**config.mk**
```make
export PLATFORM = sky130hd
export DESIGN_NAME = subghz_tx_config_port
export DESIGN_NICKNAME = d
export VERILOG_FILES = /design/src/hw/subghz_cfg_pkg.sv /design/src/hw/pin_sync3.sv /design/src/hw/hold_timer.sv /design/src/hw/subghz_tx_config_port.sv
export SDC_FILE = /design/constraint.sdc
export NUM_CORES = 1
export LEC_CHECK = 0
export BUFFER_PORTS_ARGS = -buffer_cell sky130_fd_sc_hd__buf_2
export CORE_ASPECT_RATIO = 1.4
export CORE_UTILIZATION = 65
export CTS_BUF_LIST = sky130_fd_sc_hd__clkbuf_8
export DETAILED_ROUTE_END_ITERATION = 10
export GPL_TIMING_DRIVEN = 1
export HOLD_SLACK_MARGIN = 0.05
export PLACE_DENSITY = 0.82
export SLEW_MARGIN = 0
export SYNTH_ARGS = -nofsm -noshare
export SYNTH_HDL_FRONTEND = slang
export SYNTH_HIERARCHICAL = 1
export SYNTH_SLANG_ARGS = --single-unit
```
**constraint.sdc**
```tcl
create_clock -name ref_clk -period 6.25 [get_ports ref_clk]
set_clock_uncertainty 0.05 [all_clocks]
set_input_delay 0 -clock ref_clk [delete_from_list [all_inputs] [get_ports ref_clk]]
set_output_delay 0 -clock ref_clk [all_outputs]
set_load 0.05 [all_outputs]
```
**src/hw/subghz_cfg_pkg.sv**
```systemverilog
// Shared constants and types for the transmitter configuration port.
// Assumes a 40 MHz ref_clk; all pin timing is counted in ref_clk cycles.
package subghz_cfg_pkg;

	// Frame layout
	localparam int FRAME_BITS = 24;
	localparam int CMD_BITS = 8;
	localparam int DATA_BITS = 16;
	localparam int FREQ_BITS = 19;
	localparam logic [4:0] LAST_EDGE = 5'h17;
	localparam logic [4:0] CMD_EDGE = 5'h07;

	// Command codes
	localparam logic [7:0] CMD_WR_APP = 8'h00;
	localparam logic [7:0] CMD_RD_APP = 8'h33;
	localparam logic [7:0] CMD_RD_FREQ = 8'h44;
	localparam logic [7:0] CMD_RD_STAT = 8'h55;
	localparam logic [4:0] PFX_WR_FREQ = 5'h03;

	// Application settings layout, bit 15 down to bit 0
	typedef struct packed {
		logic manual_mode;
		logic ook_mode;
		logic band_upper;
		logic [7:0] fsk_deviation;
		logic power_high;
		logic long_off;
		logic [2:0] fixed_bits;
	} app_t;

	// Power-on presets, chosen by the select line level
	localparam logic [15:0] APP_PRESET_LO = 16'h201c;
	localparam logic [15:0] APP_PRESET_HI = 16'h40d4;
	localparam logic [18:0] FREQ_PRESET_LO = 19'h42c1c;
	localparam logic [18:0] FREQ_PRESET_HI = 19'h42cad;

	// Version and state flag field, and strap settle count
	localparam int READY_FLAG_BIT = 1;
	localparam logic [2:0] STRAP_SETTLE = 3'h4;

	// Timing
	localparam int CLK_PERIOD_NS = 25;
	localparam int WAKE_TIME_NS = 100000;
	localparam int WAKE_CYCLES = (WAKE_TIME_NS + CLK_PERIOD_NS - 1) / CLK_PERIOD_NS;
	localparam int TMR_W = 20;

	// Pin pair carried through the synchroniser
	typedef struct packed {
		logic sel_clk;
		logic data;
	} pins_t;

	typedef enum logic [1:0] {
		ST_STRAP = 2'b00,
		ST_SLEEP = 2'b01,
		ST_TX = 2'b10
	} tx_state_t;

endpackage

```
**src/hw/pin_sync3.sv**
```systemverilog
// Three-flop synchroniser with agreement filter.
// Assumes inputs are asynchronous pins; output changes once stages two and three agree.
`timescale 1ns/1ps
module pin_sync3 import subghz_cfg_pkg::*; #(
	parameter int W = 2
) (
	input wire logic ref_clk,
	input wire logic rst,
	input wire logic [W-1:0] pin_in,
	output logic [W-1:0] level_q
);
	logic [W-1:0] s1_q;
	logic [W-1:0] s2_q;
	logic [W-1:0] s3_q;
	logic [W-1:0] agree;
	logic [W-1:0] level_d;

	assign agree = ~(s2_q ^ s3_q);
	assign level_d = (agree & s3_q) | (~agree & level_q);

	always_ff @(posedge ref_clk or posedge rst) begin
		if (rst) begin
			s1_q <= '0;
			s2_q <= '0;
			s3_q <= '0;
			level_q <= '0;
		end else begin
			s1_q <= pin_in;
			s2_q <= s1_q;
			s3_q <= s2_q;
			level_q <= level_d;
		end
	end
endmodule // pin_sync3

```
**src/hw/hold_timer.sv**
```systemverilog
// Counts cycles while run is high; done once the count reaches limit.
// Assumes run drops to restart the count.
`timescale 1ns/1ps
module hold_timer import subghz_cfg_pkg::*; #(
	parameter int W = TMR_W
) (
	input wire logic ref_clk,
	input wire logic rst,
	input wire logic run,
	input wire logic [W-1:0] limit,
	output logic done
);
	logic [W-1:0] cnt_q;
	logic [W-1:0] cnt_d;
	logic at_limit;

	assign at_limit = (cnt_q >= limit);
	assign cnt_d = !run ? '0 : (at_limit ? cnt_q : cnt_q + 1'b1);
	assign done = run && at_limit;

	always_ff @(posedge ref_clk or posedge rst) begin
		if (rst) begin
			cnt_q <= '0;
		end else begin
			cnt_q <= cnt_d;
		end
	end
endmodule // hold_timer

```
**src/hw/subghz_tx_config_port.sv**
```systemverilog
// Configuration, readback and keying logic of the sub-GHz transmitter.
// Assumes sel_clk_pin and data_pin_in come straight from pins; the analog
// synthesizer and amplifier take the keying outputs.
//
// Behaviour
// - At power-on sample select line level, load one of two preset sets.
// - After power-on, data line low puts transmitter to sleep.
// - Data line is captured on each rising edge of select line.
// - A frame is exactly 24 rising edges; only then does it take effect.
// - A cut-short frame is recovered by a dedicated idle pattern.
// - Command zero writes application bits; 0x33 reads them back.
// - Command 0x55 returns version, state flags, top three frequency bits.
// - Application bit 15 selects automatic or manual mode, preset zero.
// - Application bit 14 selects FSK or OOK, preset by select level.
// - Application bit 13 selects lower or upper band, preset by select level.
// - Application bits 12 to 5 hold FSK deviation, preset 0x06 when high.
// - Bit 4 selects output power, bit 3 the auto-off time.
// - Exactly three registers: application, frequency, version and flags.
// - After configuration, data line is the transmit bit stream.
// - OOK keys the power amplifier; FSK shifts synthesizer frequency.
// - Transmit starts after data line stays high beyond the wake time.
// - Automatic mode sleeps after data low beyond auto-off time.
// - Manual mode transmits continuously until the mode bit clears.
`timescale 1ns/1ps
module subghz_tx_config_port import subghz_cfg_pkg::*; #(
	parameter int OFF_SHORT_US = 2000,
	parameter int OFF_LONG_US = 20000,
	parameter int RECOVER_US = 500,
	parameter logic [7:0] DEV_PRESET_LO = 8'h00,
	// Arbitrary version value
	parameter logic [7:0] VERSION_FIELD = 8'h5a
) (
	input wire logic ref_clk,
	input wire logic rst,
	input wire logic sel_clk_pin,
	input wire logic data_pin_in,
	output logic data_pin_out,
	output logic data_pin_oe,
	output app_t app_setting_bits,
	output logic [FREQ_BITS-1:0] tx_freq_word,
	output logic tx_active,
	output logic power_amplifier,
	output logic fsk_upper
);
	localparam int OFF_SHORT_CYC = (OFF_SHORT_US * 1000 + CLK_PERIOD_NS - 1) / CLK_PERIOD_NS;
	localparam int OFF_LONG_CYC = (OFF_LONG_US * 1000 + CLK_PERIOD_NS - 1) / CLK_PERIOD_NS;
	localparam int RECOVER_CYC = (RECOVER_US * 1000 + CLK_PERIOD_NS - 1) / CLK_PERIOD_NS;
	localparam logic [TMR_W-1:0] OFF_SHORT_LIM = TMR_W'(OFF_SHORT_CYC);
	localparam logic [TMR_W-1:0] OFF_LONG_LIM = TMR_W'(OFF_LONG_CYC);
	localparam logic [TMR_W-1:0] RECOVER_LIM = TMR_W'(RECOVER_CYC);
	localparam logic [TMR_W-1:0] WAKE_LIM = TMR_W'(WAKE_CYCLES);

	// Synchronised pins
	pins_t pins;
	logic prev_clk_q;
	logic clk_rise;

	// Start-up strap
	tx_state_t state_q;
	tx_state_t state_d;
	logic [2:0] settle_q;
	logic strap_load;

	// Serial framing
	logic [4:0] edge_cnt_q;
	logic [FRAME_BITS-2:0] shift_q;
	logic [FRAME_BITS-1:0] word_in;
	logic [CMD_BITS-1:0] cmd_in;
	logic [DATA_BITS-1:0] rd_shift_q;
	logic [DATA_BITS-1:0] rd_sel;
	logic is_read_cmd;
	logic at_cmd_edge;
	logic at_last_edge;
	logic in_read_data;
	logic frame_idle;
	logic recover_run;
	logic recover_done;

	// Register writes
	logic wr_app;
	logic wr_freq;
	app_t app_d;
	logic [FREQ_BITS-1:0] freq_d;
	logic [DATA_BITS-1:0] stat_word;

	// Transmit control
	logic wake_run;
	logic wake_done;
	logic off_run;
	logic off_done;
	logic [TMR_W-1:0] off_lim;
	logic keying_on;
	logic pa_d;
	logic fsk_d;

	pin_sync3 #(
		.W(2)
	) u_sync (
		.ref_clk(ref_clk),
		.rst(rst),
		.pin_in({sel_clk_pin, data_pin_in}),
		.level_q(pins)
	);

	// Edge finding on the filtered select line
	assign clk_rise = pins.sel_clk & ~prev_clk_q;

	always_ff @(posedge ref_clk or posedge rst) begin
		if (rst) begin
			prev_clk_q <= 1'b0;
		end else begin
			prev_clk_q <= pins.sel_clk;
		end
	end

	// Presets load once the synchroniser has settled after reset
	assign strap_load = (state_q == ST_STRAP) && (settle_q == STRAP_SETTLE);

	always_ff @(posedge ref_clk or posedge rst) begin
		if (rst) begin
			settle_q <= 3'h0;
		end else if (state_q == ST_STRAP) begin
			settle_q <= settle_q + 3'h1;
		end
	end

	// Frame decode
	assign word_in = {shift_q, pins.data};
	assign cmd_in = word_in[CMD_BITS-1:0];
	assign at_cmd_edge = clk_rise && (edge_cnt_q == CMD_EDGE);
	assign at_last_edge = clk_rise && (edge_cnt_q == LAST_EDGE);
	assign in_read_data = clk_rise && data_pin_oe && !at_cmd_edge && !at_last_edge;
	assign is_read_cmd = (cmd_in == CMD_RD_APP) || (cmd_in == CMD_RD_FREQ)
		|| (cmd_in == CMD_RD_STAT);
	assign frame_idle = (edge_cnt_q == 5'h00);

	// Read sources
	assign stat_word = {VERSION_FIELD, 3'h0, tx_active, 1'b0,
		tx_freq_word[FREQ_BITS-1:DATA_BITS]};
	assign rd_sel = (cmd_in == CMD_RD_APP) ? app_setting_bits :
		(cmd_in == CMD_RD_FREQ) ? tx_freq_word[DATA_BITS-1:0] :
		stat_word;

	// Writes commit only on the last edge of a whole frame
	assign wr_app = at_last_edge && (word_in[FRAME_BITS-1 -: CMD_BITS] == CMD_WR_APP);
	assign wr_freq = at_last_edge && (word_in[FRAME_BITS-1 -: 5] == PFX_WR_FREQ);

	// Stalled frame recovery: both lines idle low mid-frame
	assign recover_run = !frame_idle && !pins.sel_clk && !pins.data;

	hold_timer #(
		.W(TMR_W)
	) u_recover (
		.ref_clk(ref_clk),
		.rst(rst),
		.run(recover_run),
		.limit(RECOVER_LIM),
		.done(recover_done)
	);

	// Serial shift and edge count, MSB first
	always_ff @(posedge ref_clk or posedge rst) begin
		if (rst) begin
			edge_cnt_q <= 5'h00;
			shift_q <= '0;
		end else if (state_q == ST_STRAP) begin
			edge_cnt_q <= 5'h00;
		end else if (recover_done) begin
			edge_cnt_q <= 5'h00;
		end else if (at_last_edge) begin
			edge_cnt_q <= 5'h00;
		end else if (clk_rise) begin
			edge_cnt_q <= edge_cnt_q + 5'h01;
			shift_q <= word_in[FRAME_BITS-2:0];
		end
	end

	// Read data drive: first bit after the command edge, then one per edge
	always_ff @(posedge ref_clk or posedge rst) begin
		if (rst) begin
			rd_shift_q <= '0;
			data_pin_out <= 1'b0;
			data_pin_oe <= 1'b0;
		end else if (recover_done || at_last_edge) begin
			data_pin_oe <= 1'b0;
			data_pin_out <= 1'b0;
		end else if (at_cmd_edge && is_read_cmd) begin
			rd_shift_q <= {rd_sel[DATA_BITS-2:0], 1'b0};
			data_pin_out <= rd_sel[DATA_BITS-1];
			data_pin_oe <= 1'b1;
		end else if (in_read_data) begin
			rd_shift_q <= {rd_shift_q[DATA_BITS-2:0], 1'b0};
			data_pin_out <= rd_shift_q[DATA_BITS-1];
		end
	end

	// Register file: application and frequency words
	assign app_d = strap_load ? (pins.sel_clk ? app_t'(APP_PRESET_HI) :
		app_t'({APP_PRESET_LO[15:13], DEV_PRESET_LO, APP_PRESET_LO[4:0]})) :
		wr_app ? app_t'(word_in[DATA_BITS-1:0]) : app_setting_bits;
	assign freq_d = strap_load ? (pins.sel_clk ? FREQ_PRESET_HI : FREQ_PRESET_LO) :
		wr_freq ? word_in[FREQ_BITS-1:0] : tx_freq_word;

	always_ff @(posedge ref_clk or posedge rst) begin
		if (rst) begin
			app_setting_bits <= '0;
			tx_freq_word <= '0;
		end else begin
			app_setting_bits <= app_d;
			tx_freq_word <= freq_d;
		end
	end

	// Wake: data high with no frame activity for the wake time
	assign wake_run = (state_q == ST_SLEEP) && pins.data && frame_idle && !clk_rise;

	hold_timer #(
		.W(TMR_W)
	) u_wake (
		.ref_clk(ref_clk),
		.rst(rst),
		.run(wake_run),
		.limit(WAKE_LIM),
		.done(wake_done)
	);

	// Auto-off: data low for the selected time, automatic mode only
	assign off_lim = app_setting_bits.long_off ? OFF_LONG_LIM : OFF_SHORT_LIM;
	assign off_run = (state_q == ST_TX) && !pins.data
		&& !app_setting_bits.manual_mode;

	hold_timer #(
		.W(TMR_W)
	) u_off (
		.ref_clk(ref_clk),
		.rst(rst),
		.run(off_run),
		.limit(off_lim),
		.done(off_done)
	);

	always_comb begin
		state_d = state_q;
		case (state_q)
			ST_STRAP: begin
				if (strap_load) begin
					state_d = ST_SLEEP;
				end
			end
			ST_SLEEP: begin
				if (wake_done) begin
					state_d = ST_TX;
				end
			end
			ST_TX: begin
				if (off_done) begin
					state_d = ST_SLEEP;
				end
			end
			default: begin
				state_d = ST_STRAP;
			end
		endcase
	end

	always_ff @(posedge ref_clk or posedge rst) begin
		if (rst) begin
			state_q <= ST_STRAP;
		end else begin
			state_q <= state_d;
		end
	end

	// Keying: data line is the transmit stream while active
	assign keying_on = (state_d == ST_TX);
	assign pa_d = keying_on && (!app_setting_bits.ook_mode || pins.data);
	assign fsk_d = keying_on && !app_setting_bits.ook_mode && pins.data;

	always_ff @(posedge ref_clk or posedge rst) begin
		if (rst) begin
			tx_active <= 1'b0;
			power_amplifier <= 1'b0;
			fsk_upper <= 1'b0;
		end else begin
			tx_active <= keying_on;
			power_amplifier <= pa_d;
			fsk_upper <= fsk_d;
		end
	end

endmodule // subghz_tx_config_port

```
==> flow_metrics.py <==
metrics = {
    "critical_path": {
        "r2r_slack_ps": 2570,
        "crit_path_end_kind": "flip-flop",
        "cp_data_arrival_time_ps": 3990,
        "crit_path_start": "u_recover/cnt_q[2]",
        "setup.worst_path.class": "reg -> reg",
        "rr_worst_depth": 9,
        "r2r-end": "shift_q[19]",
        "crit_required_ps": 6560,
        "path_max_fanout": 25,
        "worst_setup_path_start_kind": "flip-flop",
        "rr_startpoint": "u_recover/cnt_q[2]",
    },
    "global_routing": {
        "globalRouteOverflowTotal": 0,
        "grt_pass1_wl_mm": 33.2,
        "antenna_found_initial": 0,
        "grt_max_degree": 56,
        "grt_pass1_vias": 7024,
        "grt_usage_pct": 29.3,
    },
    "floorplanning": {
        "fp.dieH_um": 143,
        "die_area_mm2": 0.0146,
        "core_region_area_mm2": 0.0138,
        "dieWidth_um": 102,
        "start_util_pct": 66.2,
        "rows": 51,
        "num_io_pins": 44,
    },
    "min_path": {
        "min_to": "u_sync/s1_q[1]",
        "min_from": "sel_clk_pin",
        "hp-class": "in -> reg",
        "min_path_cells": 2,
    },
    "drt": {
        "via_per_inst": 5.95,
        "first_pass_iters": 5,
        "drtAntennaViolNets": 0,
        "drt_iter0_markers": 337,
        "vias": 7407,
        "routedWlPerCell_um": 16.1,
        "route.detailed.drc": 0,
        "wirelength_mm": 20.1,
    },
    "sta": {
        "timing.slew.headroom_pct": 20.6,
        "slew_viol_final": 0,
        "worst_slack_ps": 2570,
        "fmax_mhz": 271,
        "timing.setup.tns_ps": 0,
        "rsz0062_at_grt": "false",
        "worst-slew-pin-transition_ps": 1190,
        "fin_crit_sh_pct": 58.9,
        "hold_violations": 0,
        "min_period_ps": 3680,
        "finalSetupViolations": 0,
    },
    "placed_design": {
        "port_buffers": 43,
        "place_ws_ps": 2660,
        "place_congestion": 0.831,
        "dpl.hpwl_mm": 13.9,
    },
    "synthesis": {
        "netlist_instances": 967,
        "ys_ff_latch": 157,
        "yosysWarnings": 6,
        "yosysUniqueCellTypes": 64,
        "synth_edf_count": 0,
        "synth_ff_type": "dfrtp_1",
        "syn_area_per_cell_um2": 9.48,
        "async_flop_share_pct": 100,
        "ys_seq_area_share_pct": 42.8,
        "synth_area_mm2": 0.00917,
    },
    "finish": {
        "syn2layout_area_growth_pct": 10.1,
        "antenna_cells": 0,
        "multi_input_area_mm2": 0.00492,
        "final_cell_mix": "157 x dfrtp_1, 107 x nand2_1, 82 x a21oi_1, 76 x inv_1, 67 x ha_1",
        "final_common_cell": "dfrtp_1",
        "drive_gt1_share_pct": 12.7,
        "seq_area_mm2": 0.00393,
        "nNetsFinal": 1117,
        "n_fill_cell": 1048,
    },
    "job": {
        "maxCapViolCount": 0,
    },
    "cts": {
        "cts.sinks": 157,
        "clockRootBuffer": "clkbuf_8",
        "cts_tree": "built",
        "clk_latency_ps": 470,
        "cts_setup_buffers": 0,
        "clockBufferDepth": 2,
        "clk_pin_slew_ps": 100,
        "numCtsBuffers": 17,
        "htreeDepth": 4,
    },
    "power": {
        "ir_drop_mv": 0.202,
        "p_leak_nw": 4.65,
        "p_per_area_mw_per_mm2": 240,
    },
    "run_status": {
        "outcome": "finished, final reports clean",
    },
}
## stage by stage
step / hold WS [ps] / total power [mW] / cells / utilization [%] / cell area (um2)
2_1_floorplan: -234 / 1.53 / 1018 / - / 9360
3_3_place_gp: -14.4 / 1.62 / 1208 / 69.5 / 9630
3_5_place_dp: -4.83 / 1.63 / 1208 / 69.5 / 9630
4_1_cts: 94.0 / 2.43 / 1244 / 72.9 / 10100
5_1_grt: 103 / 2.53 / 1244 / 72.9 / 10100
6_report: 125 / 2.42 / 1244 / 72.9 / 10100
## layout make-up
cell class                      count  area share (%)
Timing Repair Buffer               52            2.90
Multi-Input combinational cell    740            48.7
Inverter                           78            2.91
Clock inverter                     15            1.92
Tap cell                          185            2.29
Clock buffer                       17            2.32
Sequential cell                   157            38.9
## registers in the layout (all words and copies together) (netlist names), 3 cells and up, named ones only
name	cells
rd_shift_q	15
u_recover/cnt_q	20
edge_cnt_q	5
shift_q	23
tx_freq_word	19
u_wake/cnt_q	20
settle_q	3
app_setting_bits	16
u_off/cnt_q	20
## where the power goes
part	internal [mW]	switching (mW)	leakage [nW]
Sequential	1.14	0.138	2.04
Clock	0.345	0.454	0.217
Combinational	0.160	0.191	2.40
## cell usage after synthesis (3+ instances only)
library cell | n | share of area [%]
nor2_1 | 43 | 1.8
dfrtp_1 | 157 | 43
nand2b_1 | 17 | 1.2
xnor2_1 | 4 | 0.38
a21oi_1 | 82 | 4.5
buf_6 | 4 | 0.49
mux2_2 | 23 | 2.8
o31ai_1 | 19 | 1.6
clkbuf_1 | 26 | 1.1
and3_1 | 10 | 0.68
nand2_1 | 107 | 4.4
a211oi_4 | 3 | 0.66
o211ai_1 | 5 | 0.41
and2_1 | 5 | 0.34
nor4_1 | 6 | 0.41
buf_4 | 7 | 0.57
o41ai_1 | 6 | 0.57
o221a_2 | 7 | 0.86
o21ai_0 | 33 | 1.8
a221o_1 | 7 | 0.76
o22ai_1 | 5 | 0.34
a21o_1 | 5 | 0.41
nand3_1 | 37 | 2.0
nor2b_1 | 14 | 0.96
nand4_1 | 18 | 1.2
buf_2 | 5 | 0.27
or3_1 | 18 | 1.2
or4_1 | 20 | 1.6
mux2i_1 | 31 | 3.4
o21ai_1 | 10 | 0.55
nor4b_1 | 6 | 0.57
and4_1 | 7 | 0.67
nor3_1 | 10 | 0.55
ha_1 | 67 | 9.1
nand4b_1 | 5 | 0.48
a22oi_1 | 9 | 0.74
inv_1 | 77 | 3.2
a31oi_1 | 5 | 0.34
o311ai_1 | 4 | 0.38
a211oi_1 | 7 | 0.57
## kinds of logic after synthesis
family	share of synthesized area (%)
buffers and inverters	5.64
and+or+nand+nor	20.3
adders and majority gates	9.39
muxes	6.21
other	0.0819
AOI/OAI and AO/OA	15.0
DFF	42.8
xor gates and xnor gates	0.478
## worst max path at each step
stage | slack [ps] | depth (start not counted) | end
2_1_floorplan | 2880 | 12 | shift_q[10]
3_5_place_dp | 2660 | 9 | shift_q[18]
3_3_place_gp | 2740 | 9 | shift_q[9]
5_1_grt | 2260 | 9 | shift_q[19]
4_1_cts | 2610 | 9 | shift_q[19]
6_report | 2570 | 9 | shift_q[19]
## worst max-delay path, cell delays in order (launching register included)
cell      delay, ps
dfrtp_1         430
ha_1            270
a211oi_1        240
o21ai_0         120
a21oi_1         200
o211ai_2        120
and2_1          260
or2_2           380
nand3b_1        890
mux2_2          610
## layer usage
| layer | track usage, % | share of wire [%] | vias to the layer above |
|---|---|---|---|
| met5 | 0 | 0 | - |
| met4 | 11.1 | 2.1 | 0 |
| met3 | 4.22 | 4.4 | 37 |
| met2 | 49.1 | 50 | 191 |
| met1 | 38.3 | 43 | 3576 |
| li1 | - | - | 3603 |
## repair_timing
action	CTS	global route
hold endpoints to repair	104	0
hold buffers	4	0
gates resized for setup	0	0
Note: power is estimated with default switching activity, not from simulation.
